File: config.mk
export PLATFORM = sky130hd
export DESIGN_NAME = tlo_regs
export DESIGN_NICKNAME = d
export VERILOG_FILES = /design/src/hw/tlo_pkg.sv /design/src/hw/tlo_regs.sv
export VERILOG_INCLUDE_DIRS = /design/src /design/src/hw
export SDC_FILE = /design/constraint.sdc
export NUM_CORES = 1
export LEC_CHECK = 0
export BUFFER_PORTS_ARGS = -buffer_cell sky130_fd_sc_hd__buf_2
export CAP_MARGIN = 20
export CORE_ASPECT_RATIO = 0.8
export CORE_UTILIZATION = 40
export DETAILED_ROUTE_END_ITERATION = 6
export SKIP_LAST_GASP = 1
export SLEW_MARGIN = 20
export SYNTH_ARGS = -nofsm -noshare
export SYNTH_HDL_FRONTEND = slang
export SYNTH_SLANG_ARGS = --single-unit
File: constraint.sdc
create_clock -name ref_clk -period 7.3 [get_ports ref_clk]
set_input_delay 1.46 -clock ref_clk [delete_from_list [all_inputs] [get_ports ref_clk]]
set_output_delay 1.46 -clock ref_clk [all_outputs]
set_load 0.01 [all_outputs]
File: src/hw/tlo_defs.svh
`ifndef TLO_DEFS_SVH
`define TLO_DEFS_SVH
// ==========================================================
// register indices (byte address = index * 4)
`define TLO_IDX_R1_LIMIT 8'h6A
`define TLO_IDX_LC_LIMIT 8'h6B
`define TLO_IDX_R2_LIMIT 8'h6C
`define TLO_IDX_HYST_R1L 8'h6D
`define TLO_IDX_HYST_R2 8'h6E
`define TLO_IDX_TEST_EN 8'h6F
`define TLO_IDX_R1_OFFSET 8'h70
`define TLO_IDX_LC_OFFSET 8'h71
`define TLO_IDX_R2_OFFSET 8'h72
`define TLO_IDX_IRQ_STATUS 8'h78
`define TLO_IDX_IRQ_MASK 8'h79
// ==========================================================
// reset values
`define TLO_RST_LIMIT 8'h64
`define TLO_RST_HYST_R1L 8'h44
`define TLO_RST_HYST_R2 8'h40
`define TLO_RST_TEST_EN 8'h00
`define TLO_RST_OFFSET 8'h00
`define TLO_RST_IRQ 8'h00
// ==========================================================
// field positions and special codes
`define TLO_HYST_HI_MSB 7
`define TLO_HYST_HI_LSB 4
`define TLO_HYST_LO_MSB 3
`define TLO_HYST_LO_LSB 0
`define TLO_TEST_EN_BIT 0
`define TLO_LIMIT_OFF 8'h80
`define TLO_FULL_DUTY 8'hFF
`define TLO_NUM_CH 3
// status bit of the pin event (channel entries use bits 2:0)
`define TLO_IRQ_PIN_BIT 3
`endif

File: src/hw/tlo_pkg.sv
package tlo_pkg;
  // temperature in quarter degrees, unsigned
  typedef logic [9:0] tlo_temp_t;
  // wide signed value for threshold arithmetic
  typedef logic signed [11:0] tlo_wide_t;
  // per-channel fail-safe state
  typedef enum logic {TLO_OT_IDLE, TLO_OT_FORCED} tlo_ot_e;
endpackage

File: src/hw/tlo_regs.sv
// Implementation choice: the Wishbone slave port.
`timescale 1ns/10ps
`include "tlo_defs.svh"
// How it works
// RULE1 - three 8-bit overtemperature limits, remote1, local, remote2, reset to 0x64
// RULE2 - any channel above its limit forces every PWM output to full duty
// RULE3 - a limit of 0x80 disables that channel's full-duty comparison
// RULE4 - full duty holds until temperature falls below limit minus hysteresis
// RULE5 - pin driven low when above limit by 0.25 degrees and configured output
// RULE6 - register 0x6D holds local hysteresis low nibble, remote1 high, resets 0x44
// RULE7 - register 0x6E holds remote2 hysteresis in upper nibble, resets 0x40
// RULE8 - below fan start, fan stays at minimum until start minus hysteresis
// RULE9 - one hysteresis per channel serves fan start and overtemperature release
// RULE10 - software should program hysteresis of at least 4 degrees
// RULE11 - lock bit set makes all these registers read-only, writes ignored
// RULE12 - bit 0 of 0x6F enters logic-tree test mode; register resets to 0x00
// RULE13 - software must not write bits 7 to 1 of the test register
// RULE14 - signed offset in 0x70, half degree per bit, added to remote1 reading
// RULE15 - signed offset in 0x71, half degree per bit, added to local reading
// RULE16 - signed offset in 0x72, half degree per bit, added to remote2 reading
// RULE17 - above fan start the fan runs at minimum and ramps with temperature
// RULE18 - duty code 0xFF gives full duty, used by the fail-safe
// RULE19 - all comparisons use the offset-corrected temperature
module tlo_regs
  import tlo_pkg::*;
(
  input wire logic ref_clk,
  input wire logic rst_n,
  input wire logic wb_cyc_i,
  input wire logic wb_stb_i,
  input wire logic wb_we_i,
  input wire logic [9:0] wb_adr_i,
  input wire logic [31:0] wb_dat_i,
  input wire logic [3:0] wb_sel_i,
  output logic [31:0] wb_dat_o,
  output logic wb_ack_o,
  input wire logic config_lock,
  input wire logic overtemp_pin_out_cfg,
  input wire tlo_temp_t raw_remote1_temp,
  input wire tlo_temp_t raw_local_temp,
  input wire tlo_temp_t raw_remote2_temp,
  input wire logic [7:0] remote1_fan_start_temp,
  input wire logic [7:0] local_fan_start_temp,
  input wire logic [7:0] remote2_fan_start_temp,
  input wire logic [7:0] auto_duty_pwm1,
  input wire logic [7:0] auto_duty_pwm2,
  input wire logic [7:0] auto_duty_pwm3,
  input wire logic overtemp_pin_i,
  output logic overtemp_pin_o,
  output logic overtemp_pin_oe,
  output logic [7:0] pwm1_duty,
  output logic [7:0] pwm2_duty,
  output logic [7:0] pwm3_duty,
  output logic [2:0] fan_run,
  output logic [2:0] failsafe_active,
  output tlo_temp_t remote1_corr_temp,
  output tlo_temp_t local_corr_temp,
  output tlo_temp_t remote2_corr_temp,
  output logic logic_tree_test_en,
  output logic irq
);
  // ==========================================================
  // register state
  logic [7:0] limit [3];
  logic [7:0] offset [3];
  logic [7:0] hyst_r1l;
  logic [7:0] hyst_r2;
  logic [7:0] irq_status;
  logic [7:0] irq_mask;
  logic [7:0] next_limit [3];
  logic [7:0] next_offset [3];
  logic [7:0] next_hyst_r1l;
  logic [7:0] next_hyst_r2;
  logic next_test_en;
  logic [7:0] next_irq_status;
  logic [7:0] next_irq_mask;
  logic [31:0] next_dat;
  logic next_ack;
  logic [7:0] idx;
  logic req;
  logic wr;
  logic wr_cfg;
  tlo_temp_t raw [3];
  tlo_temp_t corr [3];
  logic [7:0] fan_start [3];
  logic [3:0] hyst [3];
  tlo_ot_e ot_state [3];
  logic [2:0] ot_enter;
  logic [2:0] pin_hit;
  logic next_pin_oe;
  logic [7:0] next_pwm [3];
  logic [7:0] auto_duty [3];
  logic next_irq;
  assign idx = wb_adr_i[9:2];
  assign req = wb_cyc_i & wb_stb_i & ~wb_ack_o;
  assign wr = req & wb_we_i & wb_sel_i[0];
  assign wr_cfg = wr & ~config_lock; // RULE11
  assign raw[0] = raw_remote1_temp;
  assign raw[1] = raw_local_temp;
  assign raw[2] = raw_remote2_temp;
  assign fan_start[0] = remote1_fan_start_temp;
  assign fan_start[1] = local_fan_start_temp;
  assign fan_start[2] = remote2_fan_start_temp;
  assign auto_duty[0] = auto_duty_pwm1;
  assign auto_duty[1] = auto_duty_pwm2;
  assign auto_duty[2] = auto_duty_pwm3;
  // hysteresis field per channel, shared by both comparators
  assign hyst[0] = hyst_r1l[`TLO_HYST_HI_MSB:`TLO_HYST_HI_LSB]; // RULE6 RULE9
  assign hyst[1] = hyst_r1l[`TLO_HYST_LO_MSB:`TLO_HYST_LO_LSB]; // RULE6 RULE9
  assign hyst[2] = hyst_r2[`TLO_HYST_HI_MSB:`TLO_HYST_HI_LSB]; // RULE7 RULE9
  assign corr[0] = remote1_corr_temp;
  assign corr[1] = local_corr_temp;
  assign corr[2] = remote2_corr_temp;
  // ==========================================================
  // bus slave and register writes
  always_comb begin
    next_hyst_r1l = hyst_r1l;
    next_hyst_r2 = hyst_r2;
    next_test_en = logic_tree_test_en;
    next_irq_mask = irq_mask;
    next_ack = req;
    next_dat = 32'h00000000;
    for (int c = 0; c < `TLO_NUM_CH; c++) begin
      next_limit[c] = limit[c];
      next_offset[c] = offset[c];
      if (wr_cfg && idx == `TLO_IDX_R1_LIMIT + 8'(c)) begin
        next_limit[c] = wb_dat_i[7:0]; // RULE1
      end
      if (wr_cfg && idx == `TLO_IDX_R1_OFFSET + 8'(c)) begin
        next_offset[c] = wb_dat_i[7:0]; // RULE14 RULE15 RULE16
      end
    end
    if (wr_cfg && idx == `TLO_IDX_HYST_R1L) begin
      next_hyst_r1l = wb_dat_i[7:0]; // RULE6
    end
    if (wr_cfg && idx == `TLO_IDX_HYST_R2) begin
      next_hyst_r2 = wb_dat_i[7:0]; // RULE7
    end
    if (wr_cfg && idx == `TLO_IDX_TEST_EN) begin
      next_test_en = wb_dat_i[`TLO_TEST_EN_BIT]; // RULE12
    end
    if (wr && idx == `TLO_IDX_IRQ_MASK) begin
      next_irq_mask = wb_dat_i[7:0];
    end
    if (req && !wb_we_i) begin
      unique case (idx)
        `TLO_IDX_R1_LIMIT: next_dat[7:0] = limit[0];
        `TLO_IDX_LC_LIMIT: next_dat[7:0] = limit[1];
        `TLO_IDX_R2_LIMIT: next_dat[7:0] = limit[2];
        `TLO_IDX_HYST_R1L: next_dat[7:0] = hyst_r1l;
        `TLO_IDX_HYST_R2: next_dat[7:0] = hyst_r2;
        `TLO_IDX_TEST_EN: next_dat[7:0] = {7'h00, logic_tree_test_en};
        `TLO_IDX_R1_OFFSET: next_dat[7:0] = offset[0];
        `TLO_IDX_LC_OFFSET: next_dat[7:0] = offset[1];
        `TLO_IDX_R2_OFFSET: next_dat[7:0] = offset[2];
        `TLO_IDX_IRQ_STATUS: next_dat[7:0] = irq_status;
        `TLO_IDX_IRQ_MASK: next_dat[7:0] = irq_mask;
        default: next_dat = 32'h00000000; // unmapped reads as zero
      endcase
    end
  end
  // register the bus side
  always_ff @(posedge ref_clk or negedge rst_n) begin
    if (!rst_n) begin
      for (int c = 0; c < `TLO_NUM_CH; c++) begin
        limit[c] <= `TLO_RST_LIMIT; // RULE1
        offset[c] <= `TLO_RST_OFFSET;
      end
      hyst_r1l <= `TLO_RST_HYST_R1L; // RULE6
      hyst_r2 <= `TLO_RST_HYST_R2; // RULE7
      logic_tree_test_en <= 1'b0; // RULE12
      irq_mask <= `TLO_RST_IRQ;
      wb_ack_o <= 1'b0;
      wb_dat_o <= 32'h00000000;
    end else begin
      limit <= next_limit;
      offset <= next_offset;
      hyst_r1l <= next_hyst_r1l;
      hyst_r2 <= next_hyst_r2;
      logic_tree_test_en <= next_test_en;
      irq_mask <= next_irq_mask;
      wb_ack_o <= next_ack;
      wb_dat_o <= next_dat;
    end
  end

  // ==========================================================
  // per-channel correction and comparison
  for (genvar ch = 0; ch < `TLO_NUM_CH; ch++) begin : g_ch
    tlo_wide_t sum;
    tlo_wide_t lim_q;
    tlo_wide_t rel_q;
    tlo_wide_t start_q;
    tlo_wide_t start_rel_q;
    tlo_temp_t next_corr;
    tlo_ot_e next_ot;
    logic next_fan;
    logic lim_on;
    // offset is half degrees, so two quarter-degree steps per bit
    assign sum = $signed({2'b00, raw[ch]}) + $signed({{3{offset[ch][7]}}, offset[ch], 1'b0});
    assign lim_q = $signed({2'b00, limit[ch], 2'b00});
    assign rel_q = lim_q - $signed({6'h00, hyst[ch], 2'b00}); // RULE4 RULE9
    assign start_q = $signed({2'b00, fan_start[ch], 2'b00});
    assign start_rel_q = start_q - $signed({6'h00, hyst[ch], 2'b00}); // RULE8 RULE9
    assign lim_on = limit[ch] != `TLO_LIMIT_OFF; // RULE3
    // next corrected reading, state and fan run flag
    always_comb begin
      next_corr = sum[9:0]; // RULE14 RULE15 RULE16
      if (sum < 12'sh000) begin
        next_corr = 10'h000;
      end else if (sum > 12'sh3FF) begin
        next_corr = 10'h3FF;
      end
      next_ot = ot_state[ch];
      unique case (ot_state[ch])
        TLO_OT_IDLE: begin
          if (lim_on && $signed({2'b00, corr[ch]}) > lim_q) begin
            next_ot = TLO_OT_FORCED; // RULE2 RULE19
          end
        end
        TLO_OT_FORCED: begin
          if (!lim_on || $signed({2'b00, corr[ch]}) < rel_q) begin
            next_ot = TLO_OT_IDLE; // RULE3 RULE4
          end
        end
      endcase
      next_fan = fan_run[ch];
      if ($signed({2'b00, corr[ch]}) > start_q) begin
        next_fan = 1'b1; // RULE17 RULE19
      end else if ($signed({2'b00, corr[ch]}) <= start_rel_q) begin
        next_fan = 1'b0; // RULE8
      end
    end
    assign ot_enter[ch] = (ot_state[ch] == TLO_OT_IDLE) && (next_ot == TLO_OT_FORCED);
    // exceeding by a quarter degree or more may pull the pin low
    assign pin_hit[ch] = lim_on && $signed({2'b00, corr[ch]}) > lim_q; // RULE5
    // register the channel state
    always_ff @(posedge ref_clk or negedge rst_n) begin
      if (!rst_n) begin
        ot_state[ch] <= TLO_OT_IDLE;
        fan_run[ch] <= 1'b0;
        failsafe_active[ch] <= 1'b0;
      end else begin
        ot_state[ch] <= next_ot;
        fan_run[ch] <= next_fan;
        failsafe_active[ch] <= next_ot == TLO_OT_FORCED;
      end
    end
    if (ch == 0) begin : g_c0
      always_ff @(posedge ref_clk or negedge rst_n) begin
        if (!rst_n) remote1_corr_temp <= 10'h000;
        else remote1_corr_temp <= next_corr;
      end
    end else if (ch == 1) begin : g_c1
      always_ff @(posedge ref_clk or negedge rst_n) begin
        if (!rst_n) local_corr_temp <= 10'h000;
        else local_corr_temp <= next_corr;
      end
    end else begin : g_c2
      always_ff @(posedge ref_clk or negedge rst_n) begin
        if (!rst_n) remote2_corr_temp <= 10'h000;
        else remote2_corr_temp <= next_corr;
      end
    end
    // assertions for this channel
    property p_enter;
      @(posedge ref_clk) disable iff (!rst_n)
      lim_on && $signed({2'b00, corr[ch]}) > lim_q |=> ot_state[ch] == TLO_OT_FORCED;
    endproperty
    a_enter: assert property (p_enter) else $error("limit exceeded but no force"); // RULE2
    property p_disabled;
      @(posedge ref_clk) disable iff (!rst_n)
      limit[ch] == `TLO_LIMIT_OFF |=> ot_state[ch] == TLO_OT_IDLE;
    endproperty
    a_disabled: assert property (p_disabled) else $error("disabled limit forced"); // RULE3
    property p_hold;
      @(posedge ref_clk) disable iff (!rst_n)
      ot_state[ch] == TLO_OT_FORCED && lim_on && $signed({2'b00, corr[ch]}) >= rel_q
        |=> ot_state[ch] == TLO_OT_FORCED;
    endproperty
    a_hold: assert property (p_hold) else $error("force released above hysteresis"); // RULE4
    property p_fan_hold;
      @(posedge ref_clk) disable iff (!rst_n)
      fan_run[ch] && $signed({2'b00, corr[ch]}) > start_rel_q |=> fan_run[ch];
    endproperty
    a_fan_hold: assert property (p_fan_hold) else $error("fan stopped early"); // RULE8
    property p_fan_start;
      @(posedge ref_clk) disable iff (!rst_n)
      $signed({2'b00, corr[ch]}) > start_q |=> fan_run[ch];
    endproperty
    a_fan_start: assert property (p_fan_start) else $error("fan not started"); // RULE17
  end
  // ==========================================================
  // pwm override, pin drive and interrupts
  always_comb begin
    for (int c = 0; c < `TLO_NUM_CH; c++) begin
      next_pwm[c] = (|failsafe_active) ? `TLO_FULL_DUTY : auto_duty[c]; // RULE2 RULE18
    end
    next_pin_oe = overtemp_pin_out_cfg & (|pin_hit); // RULE5
    next_irq_status = irq_status;
    if (req && !wb_we_i && idx == `TLO_IDX_IRQ_STATUS) begin
      next_irq_status = `TLO_RST_IRQ; // read clears
    end
    // new events win over the clear
    next_irq_status[2:0] = next_irq_status[2:0] | ot_enter;
    if (!overtemp_pin_oe && !overtemp_pin_i) begin
      next_irq_status[`TLO_IRQ_PIN_BIT] = 1'b1;
    end
    next_irq = |(next_irq_status & next_irq_mask);
  end
  // register pwm, pin and interrupt state
  always_ff @(posedge ref_clk or negedge rst_n) begin
    if (!rst_n) begin
      pwm1_duty <= 8'h00;
      pwm2_duty <= 8'h00;
      pwm3_duty <= 8'h00;
      overtemp_pin_oe <= 1'b0;
      overtemp_pin_o <= 1'b0;
      irq_status <= `TLO_RST_IRQ;
      irq <= 1'b0;
    end else begin
      pwm1_duty <= next_pwm[0];
      pwm2_duty <= next_pwm[1];
      pwm3_duty <= next_pwm[2];
      overtemp_pin_oe <= next_pin_oe;
      overtemp_pin_o <= 1'b0; // pin only ever pulled low
      irq_status <= next_irq_status;
      irq <= next_irq;
    end
  end

  // ==========================================================
  // block-level assertions
  property p_full_duty;
    @(posedge ref_clk) disable iff (!rst_n)
    |failsafe_active |=> pwm1_duty == 8'hFF && pwm2_duty == 8'hFF && pwm3_duty == 8'hFF;
  endproperty
  a_full_duty: assert property (p_full_duty) else $error("pwm not full in fail-safe"); // RULE18
  property p_lock;
    @(posedge ref_clk) disable iff (!rst_n)
    config_lock && req && wb_we_i |=> $stable(limit[0]) && $stable(hyst_r1l) && $stable(offset[2]);
  endproperty
  a_lock: assert property (p_lock) else $error("locked register changed"); // RULE11
  property p_test_en;
    @(posedge ref_clk) disable iff (!rst_n)
    wr_cfg && idx == `TLO_IDX_TEST_EN |=> logic_tree_test_en == $past(wb_dat_i[0]);
  endproperty
  a_test_en: assert property (p_test_en) else $error("test enable not written"); // RULE12
  property p_offset_zero;
    @(posedge ref_clk) disable iff (!rst_n)
    offset[1] == 8'h00 |=> local_corr_temp == $past(raw_local_temp);
  endproperty
  a_offset_zero: assert property (p_offset_zero) else $error("local correction wrong"); // RULE15
  property p_pin;
    @(posedge ref_clk) disable iff (!rst_n)
    overtemp_pin_out_cfg && (|pin_hit) |=> overtemp_pin_oe && !overtemp_pin_o;
  endproperty
  a_pin: assert property (p_pin) else $error("pin not driven low"); // RULE5
  property p_irq;
    @(posedge ref_clk) disable iff (!rst_n)
    |(irq_status & irq_mask) |-> irq;
  endproperty
  a_irq: assert property (p_irq) else $error("interrupt missing");
  c_force: cover property (@(posedge ref_clk) disable iff (!rst_n) $rose(|failsafe_active));
  c_release: cover property (@(posedge ref_clk) disable iff (!rst_n) $fell(|failsafe_active));
  c_locked_wr: cover property (@(posedge ref_clk) disable iff (!rst_n) config_lock && wr);
endmodule // tlo_regs

## Word level (Yosys, flattened, before mapping)

Cells that the tools add are included.

| storage, ports and cells | value |
|---|---|
| bits in registers | 176 |
| memory bits (read-only) | 0 |
| memories kept | 0 |
| bits in latches | 0 |
| input bits | 132 |
| memory bits (writable) | 0 |

| operators by class | value |
|---|---|
| shift operators | 0 |
| multipliers | 0 |
| divide/modulo/power cells | 0 |
| eq/ne operators | 14 |
| magnitude comparators | 18 |
| bitwise gates (word level) | 13 |
| $add $sub $neg | 9 |
| muxes and demuxes | 29 |
| reduce and logical (&&, ||, !) cells | 34 |

Operators with widths:

| cell | count |
|---|---|
| equality test 8 x 7 -> 1 bit, second input constant | 11 |
| case mux 8 bit (11 select lines) | 1 |
| subtractor 10 x 6 -> 11 bit | 6 |
| > comparator 10 bit | 6 |
| two-way mux 10 bit | 6 |
| two-way mux 8 bit | 6 |
| adder 11 x 9 -> 12 bit | 3 |
| > comparator 12 x 11 -> 1 bit, second input constant | 3 |
| < comparator 12 x 1 -> 1 bit, second input constant | 3 |
| less-or-equal comparator 11 bit | 3 |
| < comparator 11 bit | 3 |
| inequality test 8 bit, second input constant | 3 |
| logical AND 1 bit | 19 |
| two-way mux 1 bit | 13 |
| bitwise AND 8 bit | 1 |
| OR reduction 8 bit | 1 |
| bitwise AND 1 bit | 6 |
| logical NOT 1 bit | 6 |
| case mux 1 bit (2 select lines) | 3 |
| nonzero test 2 bit | 3 |
| OR reduction 3 bit | 2 |
| inverter 1 bit | 5 |
| logical OR 1 bit | 3 |
| bitwise OR 3 bit | 1 |

## Logic depth before layout (Yosys ltp)

| logic depth | value |
|---|---|
| depth in word-level cells | 9 |
| depth in mapped cells | 13 |
| gate-level depth less buffers | 13 |

## Least setup slack after synthesis

OpenSTA, ideal clock, no wires.

| timing path | value |
|---|---|
| path kind | input -> register |
| start point | input remote1_fan_start_temp[0] |
| end point | register fan_run[0] |
| cell stages on the path | 12 |
| setup slack | 3.604 ns |
| data arrival time | 3.562 ns |
| setup time | 0.134 ns |
| required time | 7.166 ns |
| buffers on the path | 0 |
| cells stage by stage | inv_1 -> ha_1 -> fa_1 -> xor2_1 -> ha_1 -> a21o_1 -> a21oi_1 -> o21ai_0 -> a21o_1 -> a2111oi_0 -> or3_1 -> nand3_1 |

| on the way | value |
|---|---|
| longest elaborated chain between the ends | 3 |
| elaborated cells on any way between the ends | 5 |
| classes of those cells | add/sub: 1; order compare: 2; mux: 1; reduce/logical: 1 |

Ends and longest elaborated chain:

| item | line | text |
|---|---|---|
| start, declared | tlo_regs.sv:42 | `input wire logic [7:0] remote1_fan_start_temp,` |
| subtractor 10 x 6 -> 11 bit | tlo_regs.sv:204 | `assign start_rel_q = start_q - $signed({6'h00, hyst[ch], 2'b00});` |
| less-or-equal comparator 11 bit | tlo_regs.sv:230 | `end else if ($signed({2'b00, corr[ch]}) <= start_rel_q) begin` |
| nonzero test 2 bit (no source line) | - |  |
| end signal, assigned by index | tlo_regs.sv:245 | `fan_run[ch] <= next_fan;` |
| end, declared | tlo_regs.sv:54 | `output logic [2:0] fan_run,` |

Parallel ways exist; a longest one is shown, timed or not.
A chain may end at the register's enable or synchronous reset.

## Worst setup path in the final report

Same ends and word-level chain as after synthesis.

==> metrics.md <==
| Metric | Value |
|---|---|
| Skew-Pair Late Insertion Delay | 0.43 ns |
| Remaining max-slew budget at the tightest pin | 0.279 |
| Compound-cell area share of the yosys netlist | 0.148 |
| Worst setup timing slack at the placement stage | 3.20 ns |
| Post-synth EDFFs | 0 |
| Number of antenna diodes | 0 |
| Final Hold Viols | 0 |
| Total of fill cells in the finished design | 2,589 |
| Worst reg2reg path endpoint | fan_run[1] |
| First-pass GRT wire length | 46,300 µm |
| Post-Route WL | 29,500 µm |
| Post-detailed-route wirelength per cell | 17.9 µm |
| Cell row count | 53 |
| Floorplan Core Area | 26,700 µm² |
| Number of buffers added for setup after CTS | 0 |
| Crit. End Element | flop |
| Cts bufs inserted | 17 |
| Half-perimeter wire length of the detailed placement result | 23,000 µm |
| Htree depth | 4 |
| Dominant combinational cell family by area after synthesis | adder cells |
| RSZ-0062 raised after global routing | false |
| Async SR Flop Fraction | 1.00 |
| Synthesized flop and latch total | 152 |
| Primary FF master, synth | dfrtp_1 |
| Ratio of cells with drive above 1 in the final layout | 0.235 |
| Launch instance of the worst register-to-register path | hyst_r1l[1] |
| Power density relative to cell area | 165 nW/µm² |
| Leak | 6.15 nW |
| GPL Wtd Cong | 0.927 |
| Number of different library cells in the post-synthesis netlist | 65 |
| Post-cts repair resize count | 0 |
| Number of buffers on the longest clock path | 2 |
| Hold-critical path depth | 1 |
| Effective utilization at floorplan | 0.414 |
| Min setup slack post-route | 3.64 ns |
| Multiplexer fraction of the synthesized cell area | 0.0906 |
| Pin count of the biggest net entering global routing | 88 |
| Logic depth of the worst register-to-register path | 13 |
| Routed via count | 8,790 |
| Total setup violations reported at the end of the flow | 0 |
| Die area | 28,300 µm² |
| First drt pass iteration count | 5 |
| Global-route usage over all layers | 0.211 |
| Area delta synth->final | 15.6% |
| Routed vias/inst | 5.33 |
| Worst setup slack for register-to-register paths | 4.22 ns |
| Number of antenna violations at the first check in global routing | 0 |
| Final period util | 0.502 |
| Required arrival time at the worst endpoint | 7.59 ns |
| Floorplan die width | 188 µm |
| Fin Clk Skew | 0.0119 ns |
| Arr. time, crit path | 3.96 ns |
| Clock-pin slew reported for the worst setup and hold paths after clock tree synthesis | 0.06 ns |
| Hold Path Sink | hyst_r2[0] |
| Result of the run | finished, final reports clean |
| Shortest period the worst path allows | 3.66 ns |
| Post-CTS Hold Buffers | 0 |
| Net count, final | 1,568 |
| Measured slew at the worst slew-check pin | 1.08 ns |
| Number of global-route vias before repair | 8,277 |
| Number of clock sinks seen by CTS | 152 |
| Area share of xor/xnor cells in the synthesized design | 0.0482 |
| Basic-gate share of the synthesized area counting and, or, nand and nor cells | 0.130 |
| Synthesized cell area | 11,000 µm² |
| HP Start | hyst_r2[0] |
| Post-layout util | 0.479 |
| Peak supply drop | 169 µV |
| Adder and majority cell fraction of the synthesized area | 0.183 |
| Port Buffers | 174 |
| Number of antenna-violating nets in the routed design | 0 |
| Final TNS setup | 0 ns |
| Pins Over Slew Limit | 0 |
| Root buffer cell | clkbuf_16 |
| Maximum capacitance violations | 0 |
| Synthesized area per cell | 9.98 µm² |
| Initial DRC Count | 605 |
| Most frequent standard cell in the layout excluding fill and tap cells | buf_2 |
| HP Class | reg -> reg |
| Drc violations | 0 |
| Standard cell area after detailed placement | 12,200 µm² |
| Post-layout total power | 2.11 mW |
| Yosys warning count | 0 |
| Finished Cell Area | 12,800 µm² |
| Critical path class | in -> reg |
| CTS tree | yes |
| Critical Path Source Type | input pin |
| Ports placed on the boundary | 229 |
| Sequential share of the synthesized area | 0.346 |
| Die outline height | 151 µm |
| Global route overflow | 0 |
| Cells after synthesis | 1,106 |
| Largest fanout on the critical path | 4 |
| Achievable frequency | 273 MHz |
| Top library cells by usage in the layout, fill and taps aside | buf_2, ha_1, dfrtp_1 |
[final cells by class]
cell class | instances | area, µm² | share of cell area
Sequential cell | 152 | 3820 | 0.299
Inverter | 81 | 304 | 0.0238
Clock inverter | 12 | 119 | 0.00931
Timing Repair Buffer | 177 | 900 | 0.0705
Tap cell | 357 | 447 | 0.0350
Multi-Input combinational cell | 851 | 6730 | 0.527
Clock buffer | 20 | 447 | 0.0350
[Yosys cell counts (4+ instances only)]
master    count  area (µm²)
a211o_1       6        52.6
a211oi_1      9        67.6
a21o_1       36         270
a21oi_1      43         215
a221oi_1      4        35.0
a22oi_1      17         128
a31oi_1       8        50.1
and2_1        9        56.3
and3_1        5        31.3
and3b_1       4        35.0
buf_4        25         188
clkbuf_1     15        56.3
dfrtp_1     140        3500
dfstp_2      12         315
fa_1          9         180
ha_1        147        1840
inv_1        81         304
mux2_2       74         833
mux2i_1      11         110
nand2_1      51         191
nand2b_1     40         250
nand3_1      25         125
nand4_1      14        87.6
nor2_1       46         173
nor2b_1      26         163
nor3_1       13        65.1
nor4_1       12        75.1
o211ai_1      8        60.1
o21a_1       16         120
o21ai_0      63         315
o21ai_1      10        50.1
o22ai_1       4        25.0
o31ai_1       8        60.1
o41ai_1       4        35.0
or3_1         6        37.5
xnor2_1      38         333
xor2_1       19         166
[per-layer routing]
layer  vias to the layer above  GRT usage  wire length, µm
met5                         -          0                0
met4                         0     0.0451              325
met3                        29     0.0403             1640
met2                       236      0.303            12600
met1                      4231      0.323            15000
li1                       4294          -                -
[report_power, final]
| group | internal, mW | switching (mW) |
|---|---|---|
| combinational | 0.143 | 0.196 |
| clock | 0.483 | 0.365 |
| sequential | 0.879 | 0.0426 |
[flip-flops by register name, indices dropped and copies added (netlist names), 3 cells and up]
| name | cells |
|---|---|
| remote1_corr_temp | 10 |
| hyst_r2 | 8 |
| remote2_corr_temp | 10 |
| wb_dat_o | 8 |
| ot_state | 3 |
| local_corr_temp | 10 |
| pwm2_duty | 8 |
| irq_mask | 8 |
| fan_run | 3 |
| offset | 24 |
| g_ch.lim_q | 24 |
| pwm3_duty | 8 |
| hyst_r1l | 8 |
| irq_status | 8 |
| pwm1_duty | 8 |
[worst max-delay path by stage]
stage                                    from    endpoint  slack [ns]
floorplan           remote1_fan_start_temp[0]  fan_run[0]        3.60
global placement    remote1_fan_start_temp[0]  fan_run[0]        3.23
detailed placement  remote1_fan_start_temp[0]  fan_run[0]        3.20
CTS                 remote1_fan_start_temp[0]  fan_run[0]        3.63
global route        remote1_fan_start_temp[0]  fan_run[0]        3.39
finish              remote1_fan_start_temp[0]  fan_run[0]        3.64
[metrics by stage]
stage / hold WS [ns] / instances
floorplan: 0.459 / 1130
global placement: 0.468 / 1618
detailed placement: 0.488 / 1618
CTS: 0.500 / 1650
global route: 0.528 / 1650
finish: 0.497 / 1650
[logic make-up after synthesis]
kind of cell	after synthesis
flip-flops	152
adder cells (fa/ha/maj)	156
AND/OR/NAND/NOR	269
buffers and inverters	127
XOR/XNOR	59
multiplexers	89
other	1
AO/OA/AOI/OAI	253
[critical path, cell delays in order]
cell	delay (ns)
buf_2	0.09
inv_1	0.04
ha_1	0.22
fa_1	0.41
nor2b_1	0.13
o21ai_0	0.18
nor2b_1	0.20
xnor2_1	0.12
ha_1	0.29
a21o_1	0.16
a2111oi_0	0.39
or3_1	0.17
nand3_1	0.08
No activity file was read; power rests on OpenSTA's default activity.
